==> src/rtl/adc_port_params.svh <==
/*
  Constants of the converter control port: reset values, timing and result format.
  Assumes a 20 MHz system clock; included by the control port module.
*/
`ifndef ADC_PORT_PARAMS_SVH
`define ADC_PORT_PARAMS_SVH

`define RESET_CLK_EXT     1'b1
`define CLK_PERIOD_NS     50
`define CONV_TIME_NS      3600
`define CONV_CLOCKS       13
`define ACQ_CLOCKS        3
`define INT_TICK_CYCLES   ((`CONV_TIME_NS) / ((`CONV_CLOCKS) * (`CLK_PERIOD_NS)))
`define RESET_TIME_NS     10000
`define RESET_CYCLES      (((`RESET_TIME_NS) + (`CLK_PERIOD_NS) - 1) / (`CLK_PERIOD_NS))
`define RESULT_BITS       12
`define SAR_START         12'h800
`define BIPOLAR_FLIP      12'h800

`endif

==> src/rtl/adc_port_pkg.sv <==
/*
  Types of the converter control port: control byte layout and sequencer states.
  Assumes nothing of its surroundings.
*/
package adc_port_pkg;

  typedef struct packed {
    logic       powerModeHi;
    logic       powerModeLo;
    logic       acquisitionModeSel;
    logic       singleEndedSel;
    logic       unipolarSel;
    logic [2:0] channelAddr;
  } control_byte_type;

  typedef enum logic [1:0] {
    ST_IDLE = 2'b00,
    ST_ACQ  = 2'b01,
    ST_CONV = 2'b11,
    ST_DONE = 2'b10
  } conv_state_type;

endpackage

==> src/rtl/result_if.sv <==
/*
  Valid/ready carrier between the sequencer and its result buffer.
  Assumes one clock shared by both ends.
*/
`timescale 1ns/1ps
`default_nettype none

interface result_if #(parameter int WIDTH = 13);
  logic             inValid;
  logic             inReady;
  logic [WIDTH-1:0] inData;
  logic             outValid;
  logic             outReady;
  logic [WIDTH-1:0] outData;

  modport producer (output inValid, inData, outReady, input inReady, outValid, outData);
  modport store (input inValid, inData, outReady, output inReady, outValid, outData);
endinterface

`default_nettype wire

==> src/rtl/result_buffer.sv <==
/*
  Small FIFO holding finished conversion results until the host reads them.
  Assumes DEPTH a power of two; the producer stalls while inReady is low.
*/
`timescale 1ns/1ps
`default_nettype none

module result_buffer #(
  parameter int WIDTH = 13,
  parameter int DEPTH = 2
) (
  input wire logic clk,
  input wire logic rst_b,
  result_if.store  port
);

  localparam int AW = (DEPTH > 1) ? $clog2(DEPTH) : 1;

  if (DEPTH < 2 || (DEPTH & (DEPTH - 1)) != 0) begin : g_bad_depth
    $error("DEPTH must be a power of two of at least 2");
  end

  logic [WIDTH-1:0] mem_q [DEPTH];
  logic [AW-1:0]    wrPtr_q;
  logic [AW-1:0]    rdPtr_q;
  logic [AW:0]      count_q;
  logic             push;
  logic             pop;

  assign port.inReady  = count_q != (AW+1)'(DEPTH);
  assign port.outValid = count_q != '0;
  assign port.outData  = mem_q[rdPtr_q];
  assign push = port.inValid && port.inReady;
  assign pop  = port.outValid && port.outReady;

  always_ff @(posedge clk) begin
    if (push) begin
      mem_q[wrPtr_q] <= port.inData;
    end
  end

  always_ff @(posedge clk or negedge rst_b) begin
    if (!rst_b) begin
      wrPtr_q <= '0;
      rdPtr_q <= '0;
      count_q <= '0;
    end else begin
      if (push) begin
        wrPtr_q <= wrPtr_q + 1'b1;
      end
      if (pop) begin
        rdPtr_q <= rdPtr_q + 1'b1;
      end
      if (push && !pop) begin
        count_q <= count_q + 1'b1;
      end else if (pop && !push) begin
        count_q <= count_q - 1'b1;
      end
    end
  end

endmodule

`default_nettype wire

==> src/rtl/adc_parallel_control_port.sv <==
/*
  Control port and conversion sequencer of a 12-bit successive-approximation converter:
  control byte capture, clock and power modes, SAR timing and byte-wide result read-back.
  Assumes all pins synchronous to clk and a comparator that settles within one clock.
*/
`timescale 1ns/1ps
`default_nettype none
`include "adc_port_params.svh"

// Contract
// Control bits 7,6 = 1,0 select the internal conversion clock.
// Control bits 7,6 = 1,1 select the external conversion clock.
// A power-down control byte leaves the clock mode unchanged.
// After power-up the external clock mode is in force.
// Internal clock mode completes a conversion in about 3.6 us; the code takes 13 ticks of 5 clocks, 65 clocks or 3.25 us.
// Host supplies 100 kHz to 4.8 MHz external clock, 30-70 percent duty.
// Chip select high ignores clock and strobes and floats the bus.
// A write captures the control byte from the eight data lines.
// Byte layout: power hi, power lo, acquisition, single-ended, unipolar, channel.
// Unipolar results are straight binary, bipolar results two's complement.
// Reads need select and read low; byte select picks low or high.
// High byte upper lines read zero unipolar, copies of bit 11 bipolar.
// Single-ended: channel n positive against common; 4-7 only on eight channels.
// Differential: bits 2,1 pick a pair, bit 0 picks which is positive.
// Reset forces external clock and done high; no conversion for 10 us.
// Host waits 500 us (internal reference) or 50 us before trusting results.
// In either power-down state the port works but nothing converts.
// Standby ends at the next rising write strobe.
// Shutdown starts after the running conversion; a write strobe ends it.
// Host enters standby through one dummy conversion requesting standby.
// Code transitions lie halfway between integer LSB levels.
// Power bits: 00 shutdown, 01 standby, 10 internal clock, 11 external.
// Every conversion lasts 13 conversion-clock cycles.
// Done goes low on a finished result, high on read or write.
// A write during a conversion aborts it and starts a fresh acquisition.
// Host drives the bus only writing; device only while reading.
module adc_parallel_control_port
  import adc_port_pkg::*;
#(
  parameter int NUM_CHANNELS = 8,
  parameter int BUF_DEPTH    = 2
) (
  input  wire logic       clk,
  input  wire logic       rst_b,
  input  wire logic       chipSelect_b,
  input  wire logic       writeStrobe_b,
  input  wire logic       readStrobe_b,
  input  wire logic       byteHighSelect,
  input  wire logic       extConvClk,
  input  wire logic [7:0] dataIn,
  input  wire logic       compHigh,
  output logic      [7:0] dataOut_q,
  output logic            dataOe_q,
  output logic            convDone_b_q,
  output logic            trackHold_q,
  output logic     [12:0] dacLevel_q,
  output logic      [2:0] posChannel_q,
  output logic      [2:0] negChannel_q,
  output logic            negIsCommon_q,
  output logic            standby_q,
  output logic            shutdown_q,
  output logic            clockExt_q
);

  localparam int DIV   = `INT_TICK_CYCLES;
  localparam int DW    = $clog2(DIV + 1);
  localparam int RW    = $clog2(`RESET_CYCLES + 1);
  localparam int MSB   = `RESULT_BITS - 1;
  localparam int RES_W = `RESULT_BITS + 1;
  localparam logic [2:0] CH_MASK = 3'(NUM_CHANNELS - 1);

  if (NUM_CHANNELS != 4 && NUM_CHANNELS != 8) begin : g_bad_channels
    $error("NUM_CHANNELS must be 4 or 8");
  end

  logic             writing;
  logic             reading;
  logic             writeEvent;
  logic             readStart;
  logic             intTick;
  logic             extTick;
  logic             tick;
  logic             push;
  logic             startConv;
  logic             writeActive_q;
  logic             extPrev_q;
  logic             resetDone_q;
  logic             lastHigh_q;
  logic             extAcqHold_q;
  logic             cfgUni_q;
  logic             pendStandby_q;
  logic             pendShutdown_q;
  logic [RW-1:0]    resetCnt_q;
  logic [DW-1:0]    intDiv_q;
  logic [3:0]       cnt_q;
  logic [6:0]       convCycles_q;
  logic [MSB:0]     sar_q;
  logic [MSB:0]     trial_q;
  logic [MSB:0]     sarD;
  logic [RES_W-1:0] headWord;
  control_byte_type ctrlLatch_q;
  conv_state_type   state_q;

  result_if #(.WIDTH(RES_W)) res ();

  result_buffer #(.WIDTH(RES_W), .DEPTH(BUF_DEPTH)) result_buffer_inst (
    .clk   (clk),
    .rst_b (rst_b),
    .port  (res.store)
  );

  assign writing    = !chipSelect_b && !writeStrobe_b;
  assign reading    = !chipSelect_b && !readStrobe_b;
  assign writeEvent = writeActive_q && !writing && resetDone_q;
  assign readStart  = reading && !dataOe_q;
  assign extTick    = extConvClk && !extPrev_q && !chipSelect_b; // see R7
  assign intTick    = intDiv_q == DW'(DIV - 1);
  assign tick       = clockExt_q ? extTick : intTick;
  assign startConv  = writeEvent ? (state_q == ST_ACQ && extAcqHold_q && !ctrlLatch_q.acquisitionModeSel)
                                 : (state_q == ST_ACQ && !extAcqHold_q && tick && cnt_q == 4'(`ACQ_CLOCKS - 1));
  assign sarD       = (compHigh ? sar_q : sar_q & ~trial_q) | (trial_q >> 1);
  assign res.inValid  = state_q == ST_DONE;
  assign res.inData   = {cfgUni_q, cfgUni_q ? sar_q : sar_q ^ `BIPOLAR_FLIP};
  assign res.outReady = dataOe_q && !reading && lastHigh_q;
  assign push     = res.inValid && res.inReady;
  assign headWord = res.outValid ? res.outData : '0;

  // Strobe and clock edge history, byte capture
  always_ff @(posedge clk or negedge rst_b) begin
    if (!rst_b) begin
      writeActive_q <= 1'b0;
      extPrev_q     <= 1'b0;
      ctrlLatch_q   <= '0;
    end else begin
      writeActive_q <= writing;
      extPrev_q     <= extConvClk;
      if (writing) begin
        ctrlLatch_q <= control_byte_type'(dataIn); // see R8
      end
    end
  end

  // Internal reset time before writes are honoured
  always_ff @(posedge clk or negedge rst_b) begin
    if (!rst_b) begin
      resetCnt_q  <= '0;
      resetDone_q <= 1'b0;
    end else if (!resetDone_q) begin
      resetCnt_q  <= resetCnt_q + 1'b1;
      resetDone_q <= resetCnt_q == RW'(`RESET_CYCLES - 1);
    end
  end

  // Clock mode
  always_ff @(posedge clk or negedge rst_b) begin
    if (!rst_b) begin
      clockExt_q <= `RESET_CLK_EXT; // see R4
    end else if (writeEvent && ctrlLatch_q.powerModeHi) begin
      clockExt_q <= ctrlLatch_q.powerModeLo; // see R1, see R2, see R3
    end
  end

  // Power state: requested at the write, taken when the conversion ends
  always_ff @(posedge clk or negedge rst_b) begin
    if (!rst_b) begin
      standby_q      <= 1'b0;
      shutdown_q     <= 1'b0;
      pendStandby_q  <= 1'b0;
      pendShutdown_q <= 1'b0;
    end else if (writeEvent) begin
      standby_q      <= 1'b0;
      shutdown_q     <= 1'b0;
      pendStandby_q  <= !ctrlLatch_q.powerModeHi && ctrlLatch_q.powerModeLo; // see R22
      pendShutdown_q <= !ctrlLatch_q.powerModeHi && !ctrlLatch_q.powerModeLo;
    end else if (push) begin
      standby_q      <= pendStandby_q;
      shutdown_q     <= pendShutdown_q;
      pendStandby_q  <= 1'b0;
      pendShutdown_q <= 1'b0;
    end
  end

  // Input multiplexer selection
  always_ff @(posedge clk or negedge rst_b) begin
    if (!rst_b) begin
      posChannel_q  <= '0;
      negChannel_q  <= '0;
      negIsCommon_q <= 1'b0;
    end else if (writeEvent) begin
      posChannel_q  <= ctrlLatch_q.channelAddr & CH_MASK; // see R13
      negIsCommon_q <= ctrlLatch_q.singleEndedSel;
      if (ctrlLatch_q.singleEndedSel) begin
        negChannel_q <= '0;
      end else begin
        negChannel_q <= {ctrlLatch_q.channelAddr[2:1], !ctrlLatch_q.channelAddr[0]} & CH_MASK;
      end
    end
  end

  // Internal conversion clock divider
  always_ff @(posedge clk or negedge rst_b) begin
    if (!rst_b) begin
      intDiv_q <= '0;
    end else if (writeEvent || startConv || intTick) begin
      intDiv_q <= '0;
    end else begin
      intDiv_q <= intDiv_q + 1'b1;
    end
  end

  // Acquisition and successive-approximation sequencer
  always_ff @(posedge clk or negedge rst_b) begin
    if (!rst_b) begin
      state_q      <= ST_IDLE;
      cnt_q        <= '0;
      convCycles_q <= '0;
      sar_q        <= '0;
      trial_q      <= '0;
      extAcqHold_q <= 1'b0;
      cfgUni_q     <= 1'b1;
      trackHold_q  <= 1'b0;
      dacLevel_q   <= '0;
    end else if (startConv) begin
      state_q      <= ST_CONV;
      cnt_q        <= '0;
      convCycles_q <= '0;
      sar_q        <= `SAR_START;
      trial_q      <= `SAR_START;
      extAcqHold_q <= 1'b0;
      trackHold_q  <= 1'b0;
      dacLevel_q   <= {`SAR_START, 1'b0} - 13'h1;
    end else if (writeEvent) begin
      state_q      <= ST_ACQ;
      cnt_q        <= '0;
      extAcqHold_q <= ctrlLatch_q.acquisitionModeSel;
      cfgUni_q     <= ctrlLatch_q.unipolarSel;
      trackHold_q  <= 1'b1;
    end else begin
      unique case (state_q)
        ST_IDLE: begin
        end
        ST_ACQ: begin
          if (!extAcqHold_q && tick) begin
            cnt_q <= cnt_q + 1'b1;
          end
        end
        ST_CONV: begin
          convCycles_q <= convCycles_q + 1'b1;
          if (tick) begin
            sar_q      <= sarD;
            trial_q    <= trial_q >> 1;
            dacLevel_q <= {sarD, 1'b0} - 13'h1;
            cnt_q      <= cnt_q + 1'b1;
            if (cnt_q == 4'(`CONV_CLOCKS - 1)) begin
              state_q <= ST_DONE;
            end
          end
        end
        ST_DONE: begin
          if (res.inReady) begin
            state_q <= ST_IDLE;
          end
        end
      endcase
    end
  end

  // Read path onto the data bus
  always_ff @(posedge clk or negedge rst_b) begin
    if (!rst_b) begin
      dataOe_q   <= 1'b0;
      dataOut_q  <= 8'h00;
      lastHigh_q <= 1'b0;
    end else begin
      dataOe_q <= reading; // see R7
      if (reading) begin
        lastHigh_q <= byteHighSelect;
      end
      if (!reading) begin
        dataOut_q <= 8'h00;
      end else if (byteHighSelect) begin
        dataOut_q <= {{4{!headWord[RES_W-1] && headWord[MSB]}}, headWord[MSB:8]}; // see R11
      end else begin
        dataOut_q <= headWord[7:0];
      end
    end
  end

  // Conversion done flag, set wins over clear
  always_ff @(posedge clk or negedge rst_b) begin
    if (!rst_b) begin
      convDone_b_q <= 1'b1;
    end else if (push) begin
      convDone_b_q <= 1'b0;
    end else if (readStart || writeEvent) begin
      convDone_b_q <= 1'b1;
    end
  end
endmodule

`default_nettype wire

==> config.mk <==
export PLATFORM = sky130hd
export DESIGN_NAME = adc_parallel_control_port
export DESIGN_NICKNAME = d
export VERILOG_FILES = /design/src/rtl/adc_port_pkg.sv /design/src/rtl/result_if.sv /design/src/rtl/result_buffer.sv /design/src/rtl/adc_parallel_control_port.sv
export VERILOG_INCLUDE_DIRS = /design/src /design/src/rtl
export SDC_FILE = /design/constraint.sdc
export NUM_CORES = 1
export LEC_CHECK = 0
export BUFFER_PORTS_ARGS = -buffer_cell sky130_fd_sc_hd__buf_2
export CAP_MARGIN = 30
export CORE_ASPECT_RATIO = 0.5
export CORE_UTILIZATION = 40
export DETAILED_ROUTE_END_ITERATION = 10
export PLACE_DENSITY_LB_ADDON = 0.08
export SYNTH_ARGS = -nofsm -noshare
export SYNTH_HDL_FRONTEND = slang
export SYNTH_SLANG_ARGS = --single-unit
==> constraint.sdc <==
create_clock -name clk -period 3.8 [get_ports clk]
set_input_delay 0 -clock clk [delete_from_list [all_inputs] [get_ports clk]]
set_output_delay 0 -clock clk [all_outputs]
set_load 0.02 [all_outputs]
==> results.py <==
metrics = {
    "status": {
        "outcome": "finished, final reports clean",
    },
    "routing": {
        "wl_per_cell_um": 15.8,
        "wl_mm": 11.0,
        "drtAntennaViolNets": 0,
        "viasPerCell": 5.00,
        "dr.pass1.iters": 4,
        "drc": 0,
        "first_iter_violations": 254,
        "vias": 3488,
    },
    "synth": {
        "ys_top_cells_by_area": "dfrtp_1 45%, edfxtp_1 15%, nand2_1 5.3%",
        "synth_edf_count": 26,
        "yosys_warnings": 0,
        "synth.largest_area_cell": "dfrtp_1",
        "synth_top_family_by_area": "simple AND/OR/NAND/NOR gates",
        "synth_xor_xnor_area_share": 0.0425,
        "ys_ff_latch": 121,
        "yosysUniqueCellTypes": 54,
        "syn_area_per_cell_um2": 11.5,
        "synth_area_um2": 5160,
        "synth_simple_gate_area_share": 0.162,
        "synth_fa_ha_area_frac": 0.0194,
        "synth-seq-area-share": 0.613,
        "async_flop_share": 0.785,
        "synth_fp_nets": 472,
        "synth_flop_cell": "dfrtp_1",
        "synthCells": 448,
        "muxShareOfSynthArea": 0.0522,
        "synth_top_area_frac": 0.446,
        "synth_compound_area_frac": 0.0900,
    },
    "placement": {
        "pre_cts_ws_ns": 1.48,
        "io_buffers": 49,
        "dpl.hpwl_mm": 7.30,
        "place_congestion": 0.771,
        "dpl_cell_area_um2": 5580,
    },
    "timing": {
        "hold_violations": 0,
        "setup_viol": 0,
        "skew_ns": 0.0134,
        "relSlewSlack": 0.377,
        "period_share": 0.619,
        "rsz0062_at_grt": "no",
        "fmax_mhz": 425,
        "finalCriticalPeriod_ns": 2.35,
        "setup_slack_ns": 1.45,
        "maxSlewViolCount": 0,
        "setup_tns_ns": 0,
        "tightest_slew_ns": 0.934,
    },
    "power": {
        "p_leak_nw": 2.90,
        "report.power.total_w": 0.00325,
        "peakVddDrop_mv": 0.291,
        "powerDensity_nw_per_um2": 513,
    },
    "floorplan": {
        "dieArea_um2": 13400,
        "coreArea_um2": 12200,
        "ioPinCount": 50,
        "start_util": 0.423,
        "rows": 28,
        "chipHeight_um": 82.3,
        "die_x_um": 163,
    },
    "job": {
        "max_cap_viol_count": 0,
    },
    "global_routing": {
        "antenna_found_initial": 0,
        "grt_first_pass_wirelength_mm": 18.4,
        "grt_util_all_layers": 0.184,
        "grt_pass1_vias": 3568,
        "gr-total-overflow": 0,
        "grt_max_degree": 54,
    },
    "setup_path": {
        "critPathKind": "flip-flop to flip-flop",
        "cp.arrival_ns": 2.65,
        "worstReg2RegStart": "trial_q[0]",
        "critPathLaunchType": "flip-flop",
        "crit_start": "trial_q[0]",
        "cp_max_fo": 4,
        "cp_slowest_cell": "a211oi_1",
        "crit_path_cell_trace": "or2b_2 > a21oi_1 > ha_1 > inv_1 > a211oi_1 > and4_1 > xor2_1 > a21oi_1",
        "cp.required_ns": 4.09,
        "cp-end-kind": "flip-flop",
        "cpMostUsedCell": "a21oi_1",
        "max_stage_delay_ns": 0.58,
    },
    "final_layout": {
        "syn2layout_area_growth_pct": 22.9,
        "drive_above_1_share": 0.224,
        "final_util": 0.520,
        "final_cell_area_um2": 6340,
        "n_antenna_cell": 0,
        "nets": 543,
        "fillCellCount": 1078,
    },
    "clock_network": {
        "insertion_delay_ns": 0.41,
        "cts_tree": "done",
        "clk_pin_slew_ns": 0.06,
        "h-tree-depth": 4,
        "max-clock-path-buffers": 2,
        "postCtsSetupRepairBufs": 0,
        "cts_sinks": 121,
        "cts_buffers": 17,
        "clockRootBuffer": "clkbuf_16",
    },
    "worst_hold_path": {
        "worstHoldStart": "chipSelect_b",
        "hold_path.class": "primary input to flip-flop",
    },
}
[repair_timing]
item | CTS | global route
endpoints found under the hold margin | 63 | 0
hold buffers | 14 | 0
setup endpoints to repair | 0 | 0
gates resized for setup | 0 | 0
[cell type report]
class	instances	area, um2	area share
multi-input cells	301	1890	0.299
clock inverters	12	148	0.0233
well taps	165	206	0.0326
flip-flops and latches	121	3160	0.499
repair buffers	68	425	0.0671
inverters	10	37.5	0.00592
clock buffers	20	467	0.0736
[synthesized netlist by cell type (3+ instances only)]
master,n
nand2b_1,11
nor2_1,27
a21oi_1,30
ha_1,8
nand3_1,20
inv_1,10
edfxtp_1,26
mux2_2,17
mux4_2,3
nand3b_1,5
and2_1,5
o31ai_1,6
nand2_1,73
xnor2_1,19
and3_1,5
nor3_1,6
dfrtp_1,92
xor2_1,6
buf_2,7
clkbuf_1,7
a211oi_1,4
dfstp_2,3
o21ai_0,20
[cells in the final DEF, fill, tap and decap left out, drive strengths merged, types with 14 or more instances in the layout]
| master | count |
|---|---|
| xnor2 | 19 |
| a21oi | 30 |
| clkbuf | 20 |
| nand3 | 20 |
| dlygate4sd3 | 14 |
| dfrtp | 92 |
| mux2 | 17 |
| nor2 | 28 |
| nand2 | 73 |
| edfxtp | 26 |
| o21ai | 21 |
| buf | 54 |
[power by group]
group          internal, W  switching, W  leakage, nW  total, W
clock              0.00108      0.000579        0.302   0.00166
sequential         0.00137     0.0000559         1.43   0.00142
combinational    0.0000860     0.0000856         1.17  0.000172
[flip-flops by register name (all words and copies together), names as in the netlist, 2 cells and up]
signal,flops
cnt_q,4
ctrlLatch_q,8
dacLevel_q,13
dataOut_q,8
intDiv_q,3
negChannel_q,3
posChannel_q,3
resetCnt_q,8
result_buffer_inst.count_q,2
result_buffer_inst.mem_q,26
sar_q,12
state_q,2
trial_q,12
[layer usage]
| metal | share of wire | vias up | wire (um) | GRT usage |
|---|---|---|---|---|
| li1 | - | 1709 | - | - |
| met1 | 0.51 | 1695 | 5620 | 0.253 |
| met2 | 0.43 | 72 | 4760 | 0.281 |
| met3 | 0.043 | 12 | 473 | 0.0504 |
| met4 | 0.011 | 0 | 123 | 0.0673 |
| met5 | 0 | - | 0 | 0 |
[per-stage QoR]
stage	instances	hold WS (ns)
after CTS	697	0.000189
after global routing	697	0.0199
after global placement	651	0.0865
after floorplan	448	-0.296
final	697	0.00969
after detailed placement	651	0.0874
[cells by family (layout without fill, tap and decap cells)]
kind of cell	count (synthesis)	after routing
compound gates	75	75
xor+xnor	25	25
fa+ha+maj	8	8
simple gates	172	172
flops	121	121
buf+inv	26	110
mux	21	21
[critical path: cells and delay by family (launching register included)]
family                     cells  cell delay, ns
and+or+nand+nor                2            0.65
AOI/OAI and AO/OA              3            0.87
xor gates and xnor gates       1            0.15
adders and majority gates      1            0.17
buffers and inverters          1            0.06
DFF                            1            0.33
[final timing paths]
| check | slack (ns) | cells past startpoint | end |
|---|---|---|---|
| setup / recovery | 1.45 | 8 | dacLevel_q[9] |
| hold / removal | 0.01 | 3 | lastHigh_q |
| setup reg to reg | 1.45 | 8 | dacLevel_q[9] |
| hold reg to reg | 0.46 | 2 | trial_q[0] |
| max in group asynchronous | 2.62 | 3 | dacLevel_q[12] |
| min in group asynchronous | 0.15 | 2 | dataOut_q[6] |
(Power assumes the default switching activity.)
